===== config.mk =====
export PLATFORM = sky130hd
export DESIGN_NAME = rcc_core
export DESIGN_NICKNAME = d
export VERILOG_FILES = /design/src/rcc_serial_div.v /design/src/rcc_core.v
export VERILOG_INCLUDE_DIRS = /design/src
export SDC_FILE = /design/constraint.sdc
export NUM_CORES = 1
export LEC_CHECK = 0
export BUFFER_PORTS_ARGS = -buffer_cell sky130_fd_sc_hd__buf_2
export CAP_MARGIN = 25
export CELL_PAD_IN_SITES_DETAIL_PLACEMENT = 1
export CELL_PAD_IN_SITES_GLOBAL_PLACEMENT = 2
export CORE_MARGIN = 3
export CORE_UTILIZATION = 39
export CTS_CLUSTER_DIAMETER = 120
export DETAILED_ROUTE_END_ITERATION = 16
export GPL_TIMING_DRIVEN = 1
export PLACE_DENSITY_LB_ADDON = 0.08
export SYNTH_ARGS = -nofsm -noshare
export SYNTH_HDL_FRONTEND = slang
export SYNTH_SLANG_ARGS = --single-unit
export TNS_END_PERCENT = 50

===== constraint.sdc =====
create_clock -name mclk -period 6.4 [get_ports mclk]
set_clock_uncertainty 0.1 [all_clocks]
set_input_delay 0.32 -clock mclk [delete_from_list [all_inputs] [get_ports mclk]]
set_output_delay 0.32 -clock mclk [all_outputs]
set_load 0.1 [all_outputs]

===== src/rcc_defines.vh =====
// Constants for reset strap capture and core clock configuration
// Function
// - Boot straps: 00 SPI slave, 01 SPI master, 10 parallel EPROM
// - Ratio straps: 00 3:1, 01 16:1, 10 8:1
// - During reset multiplier comes from ratio straps
// - Oscillator equals twice multiplier times loop input
// - Core clock is oscillator over twice post divider
// - Post divider is one during reset
// - Input halving enable halves reference into loop
// - Core, memory, serial, parallel use core clock
// - Serial bit clocks divide core clock per port
// - Software may retune multiplier and divider once the core runs; writes before lock leave the strap setting in use
// - Wait 4096 reference cycles for lock, then run
`ifndef RCC_DEFINES_VH
`define RCC_DEFINES_VH
// Register byte addresses
`define RCC_ADDR_POWER_CLOCK_CONTROL_REG        4'h0
`define RCC_ADDR_STATUS       4'h4
`define RCC_ADDR_SDIV0        4'h8
`define RCC_ADDR_SDIV1        4'hC
// Power and clock control fields
`define RCC_PM_MULT_LSB       0
`define RCC_PM_MULT_MSB       5
`define RCC_PM_DIV_LSB        6
`define RCC_PM_DIV_MSB        7
`define RCC_PM_HALVE_BIT      8
`define RCC_PM_RESET          32'h0000_0000
// Status fields
`define RCC_ST_BOOT_LSB       0
`define RCC_ST_RATIO_LSB      2
`define RCC_ST_BOOT_BAD_BIT   4
`define RCC_ST_RATIO_BAD_BIT  5
`define RCC_ST_LOCKED_BIT     6
`define RCC_ST_PROG_BIT       7
// Serial divider reset value
`define RCC_SDIV_RESET        16'h0000
// Strap encodings
`define RCC_BOOT_SPI_SLAVE    2'h0
`define RCC_BOOT_SPI_MASTER   2'h1
`define RCC_BOOT_PARALLEL     2'h2
`define RCC_RATIO_3           2'h0
`define RCC_RATIO_16          2'h1
`define RCC_RATIO_8           2'h2
`define RCC_RESERVED_CODE     2'h3
`define RCC_MULT_3            6'h03
`define RCC_MULT_16           6'h10
`define RCC_MULT_8            6'h08
// Timing: reference cycles to lock, sync depth before strap capture
`define RCC_LOCK_REF_CYCLES   4096
`define RCC_SYNC_FILL         2'h3
// Credit fraction: one core cycle is this many credit units
`define RCC_CREDIT_UNIT       16'h0020
`define RCC_CREDIT_SHIFT      5
// Bus responses
`define RCC_RESP_OKAY         2'h0
`define RCC_RESP_SLVERR       2'h2
`endif


===== src/rcc_serial_div.v =====
// Serial bit clock divider running on core clock ticks
`timescale 1ns/1ps
`include "rcc_defines.vh"
module rcc_serial_div
(
	// Clock and reset
	input  wire        mclk,
	input  wire        rst_n,
	// Core tick and divide setting
	input  wire        core_tick,
	input  wire [15:0] div_val,
	// Bit clock outputs
	output reg         bit_tick_q,
	output reg         bit_clk_q
);
	reg [15:0] cnt_q;

	// Zero divide stops the port clock
	always @(posedge mclk or negedge rst_n)
	begin
		if (!rst_n)
		begin
			cnt_q      <= 16'h0000;
			bit_tick_q <= 1'b0;
			bit_clk_q  <= 1'b0;
		end
		else
		begin
			bit_tick_q <= 1'b0;
			if (div_val == 16'h0000)
				cnt_q <= 16'h0000;
			else if (core_tick)
			begin
				if (cnt_q >= div_val - 16'h0001)
				begin
					cnt_q      <= 16'h0000;
					bit_tick_q <= 1'b1;
					bit_clk_q  <= ~bit_clk_q;
				end
				else
					cnt_q <= cnt_q + 16'h0001;
			end
		end
	end
endmodule


===== src/rcc_core.v =====
// Strap capture, loop lock wait, core clock synthesis and register slave
`timescale 1ns/1ps
`include "rcc_defines.vh"
module rcc_core
#(
	parameter LOCK_REF_CYCLES = `RCC_LOCK_REF_CYCLES
)
(
	// Clock and reset
	input  wire        mclk,
	input  wire        rst_n,
	// Board pins
	input  wire [1:0]  boot_select_straps,
	input  wire [1:0]  clock_ratio_straps,
	input  wire        reference_clock_in,
	// AXI4-Lite write address
	input  wire [3:0]  s_axi_awaddr,
	input  wire        s_axi_awvalid,
	output reg         s_axi_awready,
	// AXI4-Lite write data
	input  wire [31:0] s_axi_wdata,
	input  wire [3:0]  s_axi_wstrb,
	input  wire        s_axi_wvalid,
	output reg         s_axi_wready,
	// AXI4-Lite write response
	output reg  [1:0]  s_axi_bresp,
	output reg         s_axi_bvalid,
	input  wire        s_axi_bready,
	// AXI4-Lite read
	input  wire [3:0]  s_axi_araddr,
	input  wire        s_axi_arvalid,
	output reg         s_axi_arready,
	output reg  [31:0] s_axi_rdata,
	output reg  [1:0]  s_axi_rresp,
	output reg         s_axi_rvalid,
	input  wire        s_axi_rready,
	// Clocking and boot outputs
	output reg         core_cycle_clock,
	output reg         core_run,
	output reg  [1:0]  boot_mode,
	output reg         boot_invalid,
	output reg         ratio_invalid,
	output wire [1:0]  serial_bit_clock,
	output wire [1:0]  serial_bit_tick
);
	// Strap ratio to startup multiplier
	function [5:0] ratio_mult;
		input [1:0] code;
		begin
			case (code)
				`RCC_RATIO_3:  ratio_mult = `RCC_MULT_3;
				`RCC_RATIO_16: ratio_mult = `RCC_MULT_16;
				`RCC_RATIO_8:  ratio_mult = `RCC_MULT_8;
				default:       ratio_mult = `RCC_MULT_3;
			endcase
		end
	endfunction

	// Byte-enable merge for register writes
	function [31:0] merge;
		input [31:0] old;
		input [31:0] data;
		input [3:0]  strb;
		integer i;
		begin
			merge = old;
			for (i = 0; i < 4; i = i + 1)
				if (strb[i])
					merge[i*8 +: 8] = data[i*8 +: 8];
		end
	endfunction

	reg [2:0]  boot_s0_q, boot_s1_q, boot_s2_q;
	reg [1:0]  ratio_s1_q, ratio_s2_q, ratio_s0_q;
	reg        ref_s0_q, ref_s1_q, ref_s2_q, ref_lvl_q;
	reg [1:0]  fill_q;
	reg        captured_q;
	reg [1:0]  ratio_cap_q;
	reg [12:0] lock_cnt_q;
	reg [31:0] power_clock_control_reg_q;
	reg        prog_q;
	reg [15:0] sdiv0_q, sdiv1_q;
	reg [15:0] credit_q;
	reg        aw_have_q, w_have_q;
	reg [3:0]  awaddr_q;
	reg [31:0] wdata_q;
	reg [3:0]  wstrb_q;
	reg        ref_rise;
	reg [5:0]  mult_eff;
	reg [2:0]  shift_eff;
	reg [15:0] add_val;
	reg [16:0] credit_sum;
	reg [31:0] status_val;
	reg [31:0] rd_val;
	reg        rd_ok;
	reg [31:0] sdiv_new;

	// Pin synchronisers; only stages two and three are compared
	always @(posedge mclk or negedge rst_n)
	begin
		if (!rst_n)
		begin
			boot_s0_q  <= 3'h0;
			boot_s1_q  <= 3'h0;
			boot_s2_q  <= 3'h0;
			ratio_s0_q <= 2'h0;
			ratio_s1_q <= 2'h0;
			ratio_s2_q <= 2'h0;
			ref_s0_q   <= 1'b0;
			ref_s1_q   <= 1'b0;
			ref_s2_q   <= 1'b0;
			ref_lvl_q  <= 1'b0;
		end
		else
		begin
			boot_s0_q  <= {1'b0, boot_select_straps};
			boot_s1_q  <= boot_s0_q;
			boot_s2_q  <= boot_s1_q;
			ratio_s0_q <= clock_ratio_straps;
			ratio_s1_q <= ratio_s0_q;
			ratio_s2_q <= ratio_s1_q;
			ref_s0_q   <= reference_clock_in;
			ref_s1_q   <= ref_s0_q;
			ref_s2_q   <= ref_s1_q;
			if (ref_s1_q == ref_s2_q)
				ref_lvl_q <= ref_s2_q;
		end
	end

	always @*
	begin
		ref_rise = (ref_s1_q == ref_s2_q) && ref_s2_q && !ref_lvl_q;
	end

	// Straps latched once the pipe has filled after release; pins ignored after
	always @(posedge mclk or negedge rst_n)
	begin
		if (!rst_n)
		begin
			fill_q        <= 2'h0;
			captured_q    <= 1'b0;
			ratio_cap_q   <= 2'h0;
			boot_mode     <= 2'h0;
			boot_invalid  <= 1'b0;
			ratio_invalid <= 1'b0;
		end
		else if (!captured_q)
		begin
			if (fill_q != `RCC_SYNC_FILL)
				fill_q <= fill_q + 2'h1;
			else if (boot_s1_q == boot_s2_q && ratio_s1_q == ratio_s2_q)
			begin
				captured_q    <= 1'b1;
				ratio_cap_q   <= ratio_s2_q;
				boot_mode     <= boot_s2_q[1:0];
				boot_invalid  <= (boot_s2_q[1:0] == `RCC_RESERVED_CODE);
				ratio_invalid <= (ratio_s2_q == `RCC_RESERVED_CODE);
			end
		end
	end

	// Effective loop setting: straps and divide-by-one until software retunes
	always @*
	begin
		if (prog_q)
		begin
			mult_eff  = power_clock_control_reg_q[`RCC_PM_MULT_MSB:`RCC_PM_MULT_LSB];
			shift_eff = {1'b0, power_clock_control_reg_q[`RCC_PM_DIV_MSB:`RCC_PM_DIV_LSB]} + 3'h1
				+ {2'h0, power_clock_control_reg_q[`RCC_PM_HALVE_BIT]};
		end
		else
		begin
			mult_eff  = ratio_mult(ratio_cap_q);
			shift_eff = 3'h0;
		end
		// Core cycles per reference cycle = mult / 2^shift_eff (shift is div + 1 + halve once retuned), in 1/32 units
		add_val    = {10'h000, mult_eff} << (`RCC_CREDIT_SHIFT - shift_eff);
		credit_sum = {1'b0, credit_q} + (ref_rise ? {1'b0, add_val} : 17'h00000);
	end

	// Lock wait counted in reference cycles, then core released
	always @(posedge mclk or negedge rst_n)
	begin
		if (!rst_n)
		begin
			lock_cnt_q <= 13'h0000;
			core_run   <= 1'b0;
		end
		else if (captured_q && !core_run && ref_rise)
		begin
			if (lock_cnt_q == LOCK_REF_CYCLES[12:0] - 13'h0001)
				core_run <= 1'b1;
			else
				lock_cnt_q <= lock_cnt_q + 13'h0001;
		end
	end

	// Core tick synthesis; saturation guards a reference faster than mclk allows
	always @(posedge mclk or negedge rst_n)
	begin
		if (!rst_n)
		begin
			credit_q         <= 16'h0000;
			core_cycle_clock <= 1'b0;
		end
		else if (!core_run)
		begin
			credit_q         <= 16'h0000;
			core_cycle_clock <= 1'b0;
		end
		else
		begin
			core_cycle_clock <= (credit_sum >= {1'b0, `RCC_CREDIT_UNIT});
			if (credit_sum >= {1'b0, `RCC_CREDIT_UNIT})
				credit_q <= credit_sum[16] ? 16'hFFFF : credit_sum[15:0] - `RCC_CREDIT_UNIT;
			else
				credit_q <= credit_sum[15:0];
		end
	end

	// Serial ports clocked from core ticks
	rcc_serial_div u_sdiv0
	(
		.mclk       (mclk),
		.rst_n      (rst_n),
		.core_tick  (core_cycle_clock),
		.div_val    (sdiv0_q),
		.bit_tick_q (serial_bit_tick[0]),
		.bit_clk_q  (serial_bit_clock[0])
	);

	rcc_serial_div u_sdiv1
	(
		.mclk       (mclk),
		.rst_n      (rst_n),
		.core_tick  (core_cycle_clock),
		.div_val    (sdiv1_q),
		.bit_tick_q (serial_bit_tick[1]),
		.bit_clk_q  (serial_bit_clock[1])
	);

	// Write channel; address and data taken in either order
	always @(posedge mclk or negedge rst_n)
	begin
		if (!rst_n)
		begin
			s_axi_awready <= 1'b1;
			s_axi_wready  <= 1'b1;
			s_axi_bvalid  <= 1'b0;
			s_axi_bresp   <= `RCC_RESP_OKAY;
			aw_have_q     <= 1'b0;
			w_have_q      <= 1'b0;
			awaddr_q      <= 4'h0;
			wdata_q       <= 32'h0000_0000;
			wstrb_q       <= 4'h0;
			power_clock_control_reg_q       <= `RCC_PM_RESET;
			prog_q        <= 1'b0;
			sdiv0_q       <= `RCC_SDIV_RESET;
			sdiv1_q       <= `RCC_SDIV_RESET;
		end
		else
		begin
			if (s_axi_awvalid && s_axi_awready)
			begin
				aw_have_q     <= 1'b1;
				awaddr_q      <= s_axi_awaddr;
				s_axi_awready <= 1'b0;
			end
			if (s_axi_wvalid && s_axi_wready)
			begin
				w_have_q     <= 1'b1;
				wdata_q      <= s_axi_wdata;
				wstrb_q      <= s_axi_wstrb;
				s_axi_wready <= 1'b0;
			end
			if (aw_have_q && w_have_q && !s_axi_bvalid)
			begin
				aw_have_q    <= 1'b0;
				w_have_q     <= 1'b0;
				s_axi_bvalid <= 1'b1;
				s_axi_bresp  <= `RCC_RESP_OKAY;
				case (awaddr_q & 4'hC)
					`RCC_ADDR_POWER_CLOCK_CONTROL_REG:
					begin
						power_clock_control_reg_q <= merge(power_clock_control_reg_q, wdata_q, wstrb_q) & 32'h0000_01FF;
						prog_q  <= core_run;
					end
					`RCC_ADDR_SDIV0: sdiv0_q <= sdiv_new[15:0];
					`RCC_ADDR_SDIV1: sdiv1_q <= sdiv_new[15:0];
					default: s_axi_bresp <= `RCC_RESP_SLVERR;
				endcase
			end
			if (s_axi_bvalid && s_axi_bready)
			begin
				s_axi_bvalid  <= 1'b0;
				s_axi_awready <= 1'b1;
				s_axi_wready  <= 1'b1;
			end
		end
	end

	always @*
	begin
		// Upper half takes write data bytes 2 and 3, which are dropped when cut to the field
		sdiv_new   = merge({16'h0000, awaddr_q[2] ? sdiv1_q : sdiv0_q}, wdata_q, wstrb_q);
		status_val = 32'h0000_0000;
		status_val[`RCC_ST_BOOT_LSB +: 2]  = boot_mode;
		status_val[`RCC_ST_RATIO_LSB +: 2] = ratio_cap_q;
		status_val[`RCC_ST_BOOT_BAD_BIT]   = boot_invalid;
		status_val[`RCC_ST_RATIO_BAD_BIT]  = ratio_invalid;
		status_val[`RCC_ST_LOCKED_BIT]     = core_run;
		status_val[`RCC_ST_PROG_BIT]       = prog_q;
		rd_ok = 1'b1;
		case (s_axi_araddr & 4'hC)
			`RCC_ADDR_POWER_CLOCK_CONTROL_REG:
				rd_val = {23'h000000, power_clock_control_reg_q[`RCC_PM_HALVE_BIT],
					power_clock_control_reg_q[`RCC_PM_DIV_MSB:`RCC_PM_DIV_LSB], mult_eff};
			`RCC_ADDR_STATUS: rd_val = status_val;
			`RCC_ADDR_SDIV0:  rd_val = {16'h0000, sdiv0_q};
			`RCC_ADDR_SDIV1:  rd_val = {16'h0000, sdiv1_q};
			default:
			begin
				rd_val = 32'h0000_0000;
				rd_ok  = 1'b0;
			end
		endcase
	end

	// Read channel; data registered at the address handshake
	always @(posedge mclk or negedge rst_n)
	begin
		if (!rst_n)
		begin
			s_axi_arready <= 1'b1;
			s_axi_rvalid  <= 1'b0;
			s_axi_rdata   <= 32'h0000_0000;
			s_axi_rresp   <= `RCC_RESP_OKAY;
		end
		else if (s_axi_arvalid && s_axi_arready)
		begin
			s_axi_arready <= 1'b0;
			s_axi_rvalid  <= 1'b1;
			s_axi_rdata   <= rd_val;
			s_axi_rresp   <= rd_ok ? `RCC_RESP_OKAY : `RCC_RESP_SLVERR;
		end
		else if (s_axi_rvalid && s_axi_rready)
		begin
			s_axi_rvalid  <= 1'b0;
			s_axi_arready <= 1'b1;
		end
	end
endmodule


[Word level (Yosys, flattened, before mapping)]
Cells that the tools add are included.
Storage, ports and cells
  bits in registers: 199
  input port bits: 56
  output and inout port bits: 51
  word-level logic and storage cells: 164
Cells by class
  add/subtract/negate cells: 11
  magnitude comparators: 3
  eq/ne operators: 14
  shift-type cells: 1
  mux-type cells: 44
  bitwise gates (word level): 7
  reductions and logical operators: 40
Operators with widths (count)
  $mux 16: 11
  $pmux 16 s4: 1
  $add 16x1->16 const B: 2
  $ge 16x16->1: 2
  $logic_not 16->1: 2
  $shl 6x32->16: 1
  $sub 16x1->16 const B: 2
  $mux 1: 25
  $add 16x16->17: 1
  $ge 17x6->1 const B: 1
  $mux 8: 2
  $reduce_bool 2->1: 8
  $sub 16x6->16 const B: 1
  $reduce_and 3->1: 5
  $eq 2x2->1 const B: 7
  $add 13x1->13 const B: 1
  $eq 13x12->1 const B: 1
  $logic_and 1x1->1: 12
  $reduce_and 2->1: 6
  $pmux 5 s2: 1
  $logic_not 4->1: 2
  $not 1->1: 7
  $mux 6: 1
  $eq 2x1->1 const B: 2
  12 further kinds: 16

[Logic depth before layout (Yosys ltp)]
Gate-level depths: netlist of the first run.
  depth in word-level cells: 11
  gate-level depth with buffers: 24

[Hierarchy]
Synthesis of the first run repeated with hierarchy kept, for this count alone.
Unflattened totals
  cell total of the unflattened synthesis: 1016
  area total of the unflattened synthesis: 10573.9 sq um
By module, submodules not included
  rcc_core: times used 1, cells an instance 654, area each 7368.3 sq um
  rcc_serial_div: times used 2, cells an instance 181, area each 1602.8 sq um

[Worst setup path after synthesis of the first run]
OpenSTA, ideal clock, no wires.
  path type: reg-to-reg
  start: register power_clock_control_reg_q[6]
  end: register credit_q[9]
  library setup time: 124 ps
  data arrival time: 4833 ps
  data required time: 6176 ps
  slack: 1343 ps
  stages on the path, launching flop included: 24
  path buffers: 1
  clock period less this slack: 5057 ps
  cells stage by stage: dfrtp_1 inv_1 ha_1 inv_1 ha_1 nand2_1 clkinv_1 ha_1 or3b_2 clkbuf_1 inv_1 nand2_1 nor2_1 ha_1 a211oi_1 o21bai_1 a21oi_1 xor2_1 ha_1 nand4b_1 a211oi_2 nor3b_2 a21oi_1 o31a_1
On the way
  longest elaborated chain between the ends: 11
  elaborated cells between the ends (all ways): 12
  those cells by class: 5 x add/sub; 1 x order compare; 1 x shift; 5 x mux
Ends and longest elaborated chain
  start, declared: RTL line rcc_core.v:80  | reg [31:0] power_clock_control_reg_q;
  start signal, assigned: RTL line rcc_core.v:256  | power_clock_control_reg_q <= `RCC_PM_RESET;
  start signal, assigned: RTL line rcc_core.v:285  | power_clock_control_reg_q <= merge(power_clock_control_reg_q, wdata_q, wstrb_q) & 32'h0000_01FF;
  $add 2x1->3 (*): RTL line rcc_core.v:168  | shift_eff = {1'b0, power_clock_control_reg_q[`RCC_PM_DIV_MSB:`RCC_PM_DIV_LSB]} + 3'h1
  $add 3x1->3 (*): RTL line rcc_core.v:168
  $mux 3 (*): RTL line rcc_core.v:165  | if (prog_q)
  $sub 3x3->4 (no line) (*)
  $shl 6x32->16 (*): RTL line rcc_core.v:177  | add_val = {10'h000, mult_eff} << (`RCC_CREDIT_SHIFT - shift_eff);
  $mux 16 (*): RTL line rcc_core.v:178  | credit_sum = {1'b0, credit_q} + (ref_rise ? {1'b0, add_val} : 17'h00000);
  $add 16x16->17 (*): RTL line rcc_core.v:178
  $sub 16x6->16 (no line)
  $mux 16 (no line)
  $mux 16 (*): RTL line rcc_core.v:214  | if (credit_sum >= {1'b0, `RCC_CREDIT_UNIT})
  $mux 16 (*): RTL line rcc_core.v:206  | else if (!core_run)
  end signal, assigned: RTL line rcc_core.v:215  | credit_q <= credit_sum[16] ? 16'hFFFF : credit_sum[15:0] - `RCC_CREDIT_UNIT;
  end signal, assigned: RTL line rcc_core.v:217  | credit_q <= credit_sum[15:0];
  end, declared: RTL line rcc_core.v:83  | reg [15:0] credit_q;
Mark *: on every way between the ends. The rest lies on a longest branch, timed or not.
A chain may end at the register's enable or synchronous reset.

[Worst setup path in the final report of the first run]
  start: register power_clock_control_reg_q[8]
  end: register credit_q[11]
On the way
  longest elaborated chain between the ends: 10
  elaborated cells between the ends (all ways): 11
  those cells by class: 4 x add/sub; 1 x order compare; 1 x shift; 5 x mux
Ends and longest elaborated chain (RTL line)
  $add 3x1->3 (*): rcc_core.v:168
  $mux 3 (*): rcc_core.v:165
  $sub 3x3->4 (no line) (*)
  $shl 6x32->16 (*): rcc_core.v:177
  $mux 16 (*): rcc_core.v:178
  $add 16x16->17 (*): rcc_core.v:178
  $sub 16x6->16 (no line)
  $mux 16 (no line)
  $mux 16 (*): rcc_core.v:214
  $mux 16 (*): rcc_core.v:206
Marks and branches as above.

==> flow_metrics.py, run 1 <==
metrics = {
    "route": {
        "ant_nets": 0,
        "vias_per_cell": 5.25,
        "drt-total-wl_mm": 24.5,
        "drt-pass1-iter-count": 4,
        "drt-wirelength-per-cell_um": 17.8,
        "dr.first_iter.drc_count": 282,
        "routed-via-count": 7244,
        "drc": 0,
    },
    "timing": {
        "rsz0062_at_grt": "false",
        "fin_crit_sh_pct": 89.4,
        "maxClockFrequency_mhz": 175,
        "finalSetupTns_ps": 0,
        "hold_ws_ps": 14.8,
        "period_needed_ps": 5720,
        "setup_violations": 0,
        "final-max-slew-violation-count": 0,
        "slew_headroom_pct": 33.4,
        "worstMarginPinSlew_ps": 997,
        "finalHoldViolations": 0,
    },
    "global_routing": {
        "grt_pass1_wl_mm": 40.7,
        "grt_antenna_before_repair": 1,
        "grt_overflow_total": 0,
        "first_global_vias": 7449,
        "grt_max_degree": 81,
        "grt_use_total_pct": 18.2,
    },
    "synthesis": {
        "synthFlopType": "dfrtp_1",
        "synth_seq_cells": 179,
        "syn_avg_cell_area_sq_um": 10.6,
        "synth_compound_area_share_pct": 11.0,
        "synth_top_family_by_area": "simple AND/OR/NAND/NOR gates",
        "synthDistinctLibCells": 64,
        "synth_fa_ha_area_share_pct": 7.79,
        "synth-edff-count": 0,
        "syn_inst": 948,
        "synth-simple-area-share_pct": 14.2,
        "synth_xor_area_share_pct": 7.23,
        "synth_area_sq_um": 10100,
        "muxShareOfSynthArea_pct": 11.8,
        "ys.warnings.count": 0,
        "seq_area_frac_synth_pct": 44.6,
        "synth-async-reset-ratio_pct": 100,
    },
    "worst_setup_path": {
        "crit_path_cell_trace": "inv_1 > ha_1 > inv_1 > ha_1 > nand2_1 > clkinv_1 > ha_1 > or3b_2 > inv_1 > nand2_1 > nor3_1 > ha_1 > fa_1 > a211oi_1 > buf_4 > o21bai_1 > a21oi_1 > xor2_1 > ha_1 > nand4b_1 > a211oi_2 > nand4bb_2 > o21ai_4 > a21oi_1",
        "cp_max_fo": 7,
        "cpPeakStageDelay_ps": 550,
        "endpoint_kind": "flop",
        "required_ps": 6620,
        "start_kind": "flop",
        "worst-endpoint-arrival_ps": 5940,
        "worstSetupPathType": "flop to flop",
        "critPathSlowestCell": "or3b_2",
        "timing.critical_path.mode_cell": "ha_1",
    },
    "power_and_ir_drop": {
        "p_leak_nw": 5.48,
        "p_per_area_nw_per_um2": 395,
        "power.total_mw": 4.57,
        "irDropWorstVdd_mv": 0.357,
    },
    "finish": {
        "final_nets": 1156,
        "antenna_cells": 0,
        "area_delta_synth_final_pct": 14.9,
        "final_util_pct": 45.8,
        "drive_gt1_share_pct": 19.3,
    },
    "run_status": {
        "outcome": "completed",
    },
    "clock_network": {
        "post_cts_buffers": 0,
        "cts.sinks": 179,
        "cts.path.max_buffers": 2,
        "clock_latency_ps": 450,
        "path_clk_slew_ps": 80,
        "htreeDepth": 4,
        "tritoncts": "yes",
        "cts_root_buffer": "clkbuf_16",
        "cts_inserted_buffers": 17,
    },
    "floorplan": {
        "num_rows": 58,
        "io_pins": 107,
        "die-area_sq_um": 27700,
        "floorplan.initialDensity_pct": 39.8,
        "fp.dieW_um": 167,
        "core_sq_um": 25300,
        "die_h_um": 167,
    },
    "placement": {
        "hpwl_mm": 18.1,
        "port_buffers": 66,
        "finalWeightedCongestion": 0.776,
    },
    "min_path": {
        "hp-class": "input port to flop",
    },
    "job": {
        "max_cap_viol_count": 0,
    },
}
[cell type report]
type / instances / area (sq um)
clock buffer: 17 / 425
clock inverter: 15 / 204
fill: 2801 / 13700
inverter: 22 / 82.6
multi-input combinational: 722 / 5320
sequential: 179 / 4480
tap: 330 / 413
timing repair buffer: 96 / 624
[cell usage after synthesis, types with 8 or more instances]
library cell	instances	area [sq um]
a21oi_1	41	205
buf_4	22	165
ha_1	61	763
a211oi_1	8	60.1
mux2_2	75	845
nor2b_1	15	93.8
and3_1	17	106
a31oi_1	11	68.8
o21ai_0	39	195
nand4_1	15	93.8
clkbuf_1	22	82.6
inv_1	21	78.8
nand2b_1	15	93.8
nor2_1	74	278
mux2i_1	21	210
nand3_1	26	130
nand2_1	72	270
o21a_1	9	67.6
xor2_1	42	368
nor3_1	20	100
a21o_1	19	143
dfrtp_1	176	4400
xnor2_1	41	359
[metal layers]
metal / global-route usage (%) / part of all wire, %
met1: 26.5 / 50
met2: 28.8 / 46
met3: 3.13 / 3.0
met4: 4.05 / 1.2
met5: 0 / 0.053
[report_power, final]
group          internal, mW  switching, mW  leakage, nW
clock network         0.537          0.555        0.301
logic                 0.653           1.11         2.85
registers              1.40          0.318         2.33
[flip-flops by register name (all words and copies together), names as in the netlist, 2 cells and up]
name	cells
ratio_s2_q	2
boot_s0_q	2
ratio_s1_q	2
s_axi_rdata	16
wdata_q	16
power_clock_control_reg_q	9
lock_cnt_q	13
ratio_s0_q	2
boot_mode	2
boot_s1_q	2
credit_q	16
u_sdiv0.cnt_q	16
boot_s2_q	2
u_sdiv1.cnt_q	16
awaddr_q	2
sdiv0_q	16
ratio_cap_q	2
fill_q	2
sdiv1_q	16
wstrb_q	2
[worst max-delay path, delay by kind of cell, from the launching register on]
| family | cells | cell delay [ps] |
|---|---|---|
| AO/OA/AOI/OAI | 6 | 1100 |
| buffers and inverters | 5 | 620 |
| flip-flops | 1 | 400 |
| adder cells (fa/ha/maj) | 6 | 1510 |
| XOR/XNOR | 1 | 270 |
| AND/OR/NAND/NOR | 6 | 1600 |
[layout by cell type (no fill, tap or decap), types with 17 or more instances in the layout]
| cell type | count |
|---|---|
| ha_1 | 61 |
| dlygate4sd3_1 | 24 |
| nor3_1 | 20 |
| and3_1 | 17 |
| nand3_1 | 26 |
| clkbuf_16 | 17 |
| xor2_1 | 42 |
| mux2i_1 | 21 |
| o21ai_0 | 39 |
| inv_1 | 21 |
| nor2_1 | 74 |
| nand2_1 | 72 |
| buf_2 | 65 |
| dfrtp_1 | 176 |
| xnor2_1 | 41 |
| mux2_2 | 75 |
| conb_1 | 21 |
| a21oi_1 | 41 |
| a21o_1 | 19 |
[cell families (layout without fill, tap and decap cells)]
| family | count (synthesis) | count (layout) |
|---|---|---|
| multiplexers | 102 | 102 |
| XOR/XNOR | 83 | 83 |
| other | 1 | 21 |
| buffers and inverters | 67 | 150 |
| flip-flops | 179 | 179 |
| AND/OR/NAND/NOR | 288 | 288 |
| AO/OA/AOI/OAI | 166 | 166 |
| adder cells (fa/ha/maj) | 62 | 62 |
[stage by stage]
step	std cells	setup slack (ps)	cell area [sq um]
floorplan	968	1340	10100
finish	1381	680	11600
detailed placement	1325	494	10700
global route	1381	137	11600
CTS	1380	480	11500
global placement	1325	606	10700
[final timing paths]
path                                               from           end  slack (ps)  cells past startpoint
max reg2reg                power_clock_control_reg_q[8]  credit_q[11]         680                     24
min in group asynchronous                         rst_n  credit_q[15]         370                      2
min reg2reg                                boot_s0_q[0]  boot_s1_q[0]         250                      0
max in group asynchronous                         rst_n    sdiv1_q[2]        4630                      3
max                        power_clock_control_reg_q[8]  credit_q[11]         680                     24
min                                      s_axi_wdata[6]    wdata_q[6]          10                      2
[repair_timing]
item                                    in CTS  in global routing
hold endpoints to repair                    98                  1
endpoints found under the setup margin       0                  9
gates resized for setup                      0                  2
hold buffers                                23                  1
(Power assumes the default switching activity.)
==> run 2: changes to the inputs <==
ABC_AREA = 0   (was not set)
PLACE_DENSITY = 0.83   (was not set)
PLACE_DENSITY_LB_ADDON = not set   (was 0.08)
RECOVER_POWER = 25   (was not set)
==> run 2 against run 1 <==
Net effect:
- the run now ends with max-capacitance violations, max-slew violations left
- die area unchanged
- total power decreased by 0.35%
- final cell count shrank 0.43%
- highest routed layer unchanged
==> flow_metrics.py, run 2 (synthesized netlist as in run 1, its figures left out) <==
metrics = {
    "timing": {
        "finalSetupTns_ps": 0,
        "maxClockFrequency_mhz": 173,
        "period_needed_ps": 5790,
        "rsz0062_at_grt": "false",
        "fin_crit_sh_pct": 90.5,
        "hold_ws_ps": 14.8,
        "finalHoldViolations": 0,
        "worstMarginPinSlew_ps": 4810,
        "slew_headroom_pct": -221,
        "setup_violations": 0,
        "final-max-slew-violation-count": 105,
    },
    "run_status": {
        "outcome": "complete, but fails checks",
        "violations": "max-capacitance violations, max-slew violations",
    },
    "clock_network": {
        "clock_latency_ps": 440,
        "tritoncts": "yes",
        "cts.sinks": 179,
        "cts.path.max_buffers": 2,
        "cts_inserted_buffers": 17,
        "htreeDepth": 4,
        "cts_root_buffer": "clkbuf_16",
        "path_clk_slew_ps": 70,
    },
    "route": {
        "drt-total-wl_mm": 24.2,
        "drc": 0,
        "dr.first_iter.drc_count": 295,
        "drt-pass1-iter-count": 4,
        "vias_per_cell": 5.28,
        "drt-wirelength-per-cell_um": 17.6,
        "ant_nets": 0,
        "routed-via-count": 7265,
    },
    "floorplan": {
        "core_sq_um": 25300,
        "die_h_um": 167,
        "die-area_sq_um": 27700,
        "num_rows": 58,
        "fp.dieW_um": 167,
        "io_pins": 107,
        "floorplan.initialDensity_pct": 39.8,
    },
    "placement": {
        "hpwl_mm": 17.8,
        "finalWeightedCongestion": 0.792,
        "port_buffers": 66,
        "dp_cells": 1323,
    },
    "global_routing": {
        "grt_use_total_pct": 17.9,
        "grt_overflow_total": 0,
        "grt_max_degree": 105,
        "top_usage_layer": "met2",
        "grt_pass1_wl_mm": 40.2,
        "grt_use_met2_pct": 30.2,
        "use_met3_pct": 3.25,
        "first_global_vias": 7760,
        "grt_antenna_before_repair": 2,
        "grt_use_met1_pct": 24.1,
    },
    "power_and_ir_drop": {
        "p_leak_nw": 5.46,
        "irDropWorstVdd_mv": 0.261,
        "p_per_area_nw_per_um2": 396,
        "power.total_mw": 4.55,
    },
    "worst_setup_path": {
        "timing.critical_path.mode_cell": "ha_1",
        "cpPeakStageDelay_ps": 560,
        "rr_worst_depth": 22,
        "worst-endpoint-arrival_ps": 6010,
        "cp_max_fo": 7,
        "crit_buf_inv": 4,
        "critical_path_cell_count": 22,
        "endpoint_kind": "flop",
        "critPathSlowestCell": "or3b_2",
        "required_ps": 6620,
        "crit_path_cell_trace": "inv_1 > ha_1 > inv_1 > ha_1 > nand2_1 > clkinv_1 > ha_1 > or3b_2 > inv_1 > nand2_1 > nor2_1 > ha_1 > a211oi_2 > o21bai_1 > a21oi_1 > xor2_1 > ha_1 > nand4b_1 > a211oi_2 > nand4bb_2 > o21ai_4 > a21oi_1",
        "worstSetupPathType": "flop to flop",
        "critical-path-top-delay-family": "simple AND/OR/NAND/NOR gates",
        "start_kind": "flop",
    },
    "finish": {
        "drive_gt1_share_pct": 19.1,
        "antenna_cells": 0,
        "area_delta_synth_final_pct": 14.4,
        "stdcell_count": 1375,
        "final_nets": 1150,
        "fill_cells": 2829,
        "final_common_cell": "dfrtp_1",
        "final_util_pct": 45.5,
        "layout_common_cells": "dfrtp_1, mux2_2, nor2_1",
    },
    "min_path": {
        "hp-class": "input port to flop",
        "hold_depth": 2,
    },
    "job": {
        "max_cap_viol_count": 1,
    },
}
==> run 2: cell types whose count changed in the layout (fill, tap and decap cells not counted), moves of 2 or more <==
cell | before | now
inv_8 | 2 | 4
clkinv_4 | 3 | 1
inv_6 | 1 | 3
dlygate4sd3_1 | 24 | 19
dfstp_2 | 3 | 1
clkinv_8 | 8 | 6
dfstp_1 | 0 | 2
buf_4 | 6 | 4
==> run 2: per-stage QoR <==
stage / setup slack, ps / instance area [sq um]
after floorplan: 1340 / 10100
after global placement: 604 / 10700
after detailed placement: 405 / 10700
after CTS: 361 / 11400
after global routing: 75.8 / 11500
final: 606 / 11500
==> run 2: report_power, final <==
part	switching [mW]	internal (mW)	total [mW]
logic	1.11	0.652	1.76
registers	0.325	1.40	1.72
clock network	0.536	0.531	1.07
==> run 2: what timing repair did <==
item	CTS	global route
gates resized for setup	0	3
setup endpoints to repair	0	11
hold buffers	18	1
endpoints found under the hold margin	117	1
setup buffers	0	0
==> run 2: worst paths after layout <==
check / from / to / slack, ps
max: power_clock_control_reg_q[8] / credit_q[14] / 610
min reg2reg: ref_s0_q / ref_s1_q / 250
max in group asynchronous: rst_n / s_axi_rdata[0] / 1310
max reg2reg: power_clock_control_reg_q[8] / credit_q[14] / 610
min in group asynchronous: rst_n / u_sdiv1.cnt_q[15] / 2220
min: s_axi_awaddr[3] / awaddr_q[3] / 10
==> run 2: final cells by class <==
type	instances	area [sq um]	share of cell area, %
clock buffer	17	425	3.70
clock inverter	15	185	1.61
tap	330	413	3.59
sequential	179	4480	39.0
multi-input combinational	722	5330	46.3
timing repair buffer	90	586	5.09
inverter	22	82.6	0.718
==> run 2: layer usage <==
layer	part of all wire [%]	up-vias	routed length, um
met4	0.92	4	224
met2	49	91	11800
met3	2.9	22	702
met5	0.087	-	21
met1	47	3635	11500
li1	-	3513	-
==> run 2: worst reg2reg max path, stage by stage, from the launching register on <==
cell and delay, ps:
dfrtp_1 390, inv_1 70, ha_1 140, inv_1 40, ha_1 330, nand2_1 220
clkinv_1 280, ha_1 330, or3b_2 570, inv_1 90, nand2_1 110, nor2_1 150
ha_1 300, a211oi_2 350, o21bai_1 120, a21oi_1 180, xor2_1 310, ha_1 280
nand4b_1 250, a211oi_2 390, nand4bb_2 270, o21ai_4 330, a21oi_1 80
==> run 3: changes to the inputs <==
--- a/config.mk
+++ b/config.mk
@@ -9,3 +9,3 @@
 export ABC_AREA = 0
-export BUFFER_PORTS_ARGS = -buffer_cell sky130_fd_sc_hd__buf_2
+export BUFFER_PORTS_ARGS = -buffer_cell sky130_fd_sc_hd__buf_4
 export CAP_MARGIN = 25
@@ -15,3 +15,3 @@
 export CORE_UTILIZATION = 39
-export CTS_CLUSTER_DIAMETER = 120
+export CTS_CLUSTER_DIAMETER = 100
 export DETAILED_ROUTE_END_ITERATION = 16
--- a/constraint.sdc
+++ b/constraint.sdc
@@ -4,2 +4,2 @@
 set_output_delay 0.32 -clock mclk [all_outputs]
-set_load 0.1 [all_outputs]
+set_load 0.005 [all_outputs]
==> run 3 against run 2 <==
Net effect:
- the flow still finishes with violations (max-capacitance violations, max-slew violations)
- global-route usage rose by 0.10 points
- clock-buffer cell count did not move
- worst setup slack worse by 2.2 ps
- total power decreased by 9.5%
- register-to-register slack about the same
- critical endpoint is now credit_q[10]
==> flow_metrics.py, run 3 (synthesized netlist as in run 1, its figures left out) <==
metrics = {
    "run_status": {
        "outcome": "complete, but fails checks",
        "violations": "max-capacitance violations, max-slew violations",
    },
    "timing": {
        "period_needed_ps": 5800,
        "finalSetupTns_ps": 0,
        "maxClockFrequency_mhz": 173,
        "finalHoldViolations": 0,
        "final-max-slew-violation-count": 97,
        "rsz0062_at_grt": "false",
        "finalWorstSetupSlack_ps": 603,
        "setup_violations": 0,
        "worstMarginPinSlew_ps": 2420,
        "fin_crit_sh_pct": 90.6,
        "slew_headroom_pct": -61.5,
    },
    "worst_setup_path": {
        "endpoint_kind": "flop",
        "worst-endpoint-arrival_ps": 6010,
        "worstSetupPathType": "flop to flop",
        "cp_max_fo": 7,
        "start_kind": "flop",
        "required_ps": 6610,
    },
    "route": {
        "drt-total-wl_mm": 24.1,
        "ant_nets": 0,
        "drc": 0,
        "drt-wirelength-per-cell_um": 17.5,
        "drt-pass1-iter-count": 4,
        "routed-via-count": 7294,
        "vias_per_cell": 5.31,
        "dr.first_iter.drc_count": 358,
    },
    "finish": {
        "final_util_pct": 45.9,
        "final_nets": 1149,
        "multi_input_area_sq_um": 5320,
        "area_delta_synth_final_pct": 15.4,
        "final_common_cell": "dfrtp_1",
        "drive_gt1_share_pct": 19.0,
        "fill_cells": 2832,
        "layout_common_cells": "dfrtp_1, mux2_2, nor2_1",
        "seqCellArea_sq_um": 4480,
        "antenna_cells": 0,
    },
    "power_and_ir_drop": {
        "pwr-share-clk_pct": 25.8,
        "p_sw_mw": 1.48,
        "switching_share_pct": 35.9,
        "p_leak_nw": 5.46,
        "p_int_mw": 2.64,
        "power.total_mw": 4.12,
        "irDropWorstVdd_mv": 0.204,
        "combPwrFrac_pct": 32.4,
        "power_frac_seq_pct": 41.8,
        "p_per_area_nw_per_um2": 355,
    },
    "floorplan": {
        "die-area_sq_um": 27700,
        "core_sq_um": 25300,
        "fp.dieW_um": 167,
        "floorplan.initialDensity_pct": 39.8,
        "die_h_um": 167,
        "io_pins": 107,
        "num_rows": 58,
    },
    "job": {
        "max_cap_viol_count": 1,
    },
    "global_routing": {
        "first_global_vias": 7713,
        "grt_use_total_pct": 18.0,
        "grt_overflow_total": 0,
        "grt_antenna_before_repair": 0,
        "grt_pass1_wl_mm": 40.7,
        "grt_max_degree": 122,
    },
    "clock_network": {
        "path_clk_slew_ps": 70,
        "cts.path.max_buffers": 2,
        "cts_root_buffer": "clkbuf_16",
        "cts_inserted_buffers": 17,
        "tritoncts": "yes",
        "clock_latency_ps": 440,
        "post_cts_buffers": 0,
        "cts.sinks": 179,
        "htreeDepth": 4,
    },
    "placement": {
        "finalWeightedCongestion": 0.795,
        "port_buffers": 66,
        "hpwl_mm": 17.6,
        "dp_worst_setup_slack_ps": 428,
    },
    "min_path": {
        "hp-class": "input port to flop",
    },
}
run 3: timing repair:
action / CTS / global route
resized for setup: 0 / 2
endpoints found under the setup margin: 0 / 8
endpoints found under the hold margin: 41 / 1
hold buffers: 18 / 1
run 3: final timing paths:
| check | startpoint | to | slack, ps | depth (start not counted) |
|---|---|---|---|---|
| min | s_axi_wdata[15] | wdata_q[15] | 20 | 2 |
| max | power_clock_control_reg_q[8] | credit_q[10] | 600 | 21 |
| max reg2reg | power_clock_control_reg_q[8] | credit_q[10] | 600 | 21 |
| min reg2reg | ref_s0_q | ref_s1_q | 250 | 0 |
| min in group asynchronous | rst_n | s_axi_rvalid | 630 | 2 |
| max in group asynchronous | rst_n | lock_cnt_q[5] | 2080 | 4 |
run 3: cell type report:
cell class,instances,share of cell area [%]
Multi-Input combinational cell,722,45.9
Inverter,22,0.712
Clock inverter,15,1.38
Tap cell,330,3.56
Sequential cell,179,38.7
Timing Repair Buffer,89,6.12
Clock buffer,17,3.67
run 3: through the flow:
| step | cells | hold slack, ps | cell area (sq um) |
|---|---|---|---|
| final | 1374 | 24.9 | 11600 |
| after global routing | 1374 | 3.63 | 11600 |
| after CTS | 1372 | 1.17 | 11600 |
| after detailed placement | 1322 | 237 | 10800 |
| after global placement | 1322 | 236 | 10800 |
| after floorplan | 968 | -75.6 | 10100 |
run 3: metal layers:
layer	GRT usage (%)	part of all wire [%]
met5	0	0
met4	4.09	0.87
met2	29.2	48
met1	25.3	49
met3	2.97	2.8
run 3: power groups by stage:
| stage | registers, mW | clock network (mW) | logic, mW |
|---|---|---|---|
| final | 1.72 | 1.06 | 1.33 |
| after global routing | 1.76 | 1.14 | 1.51 |
| after CTS | 1.72 | 1.10 | 1.35 |
| after detailed placement | 1.74 | 0 | 1.32 |
| after global placement | 1.73 | 0 | 1.28 |
| after floorplan | 1.61 | 0 | 0.968 |
run 3: critical path, cell delays in order, from the launching register on:
cell	delay, ps
dfrtp_1	390
inv_1	70
ha_1	140
inv_1	40
ha_1	320
nand2_1	230
clkinv_1	270
ha_1	330
or3b_2	550
inv_1	80
nand2_1	110
nor2_1	230
ha_1	270
a211oi_1	320
o21ai_0	260
o22ai_1	240
xor2_1	390
nand4b_1	290
a211oi_2	370
nand4bb_2	260
o21ai_4	320
a21oi_1	80
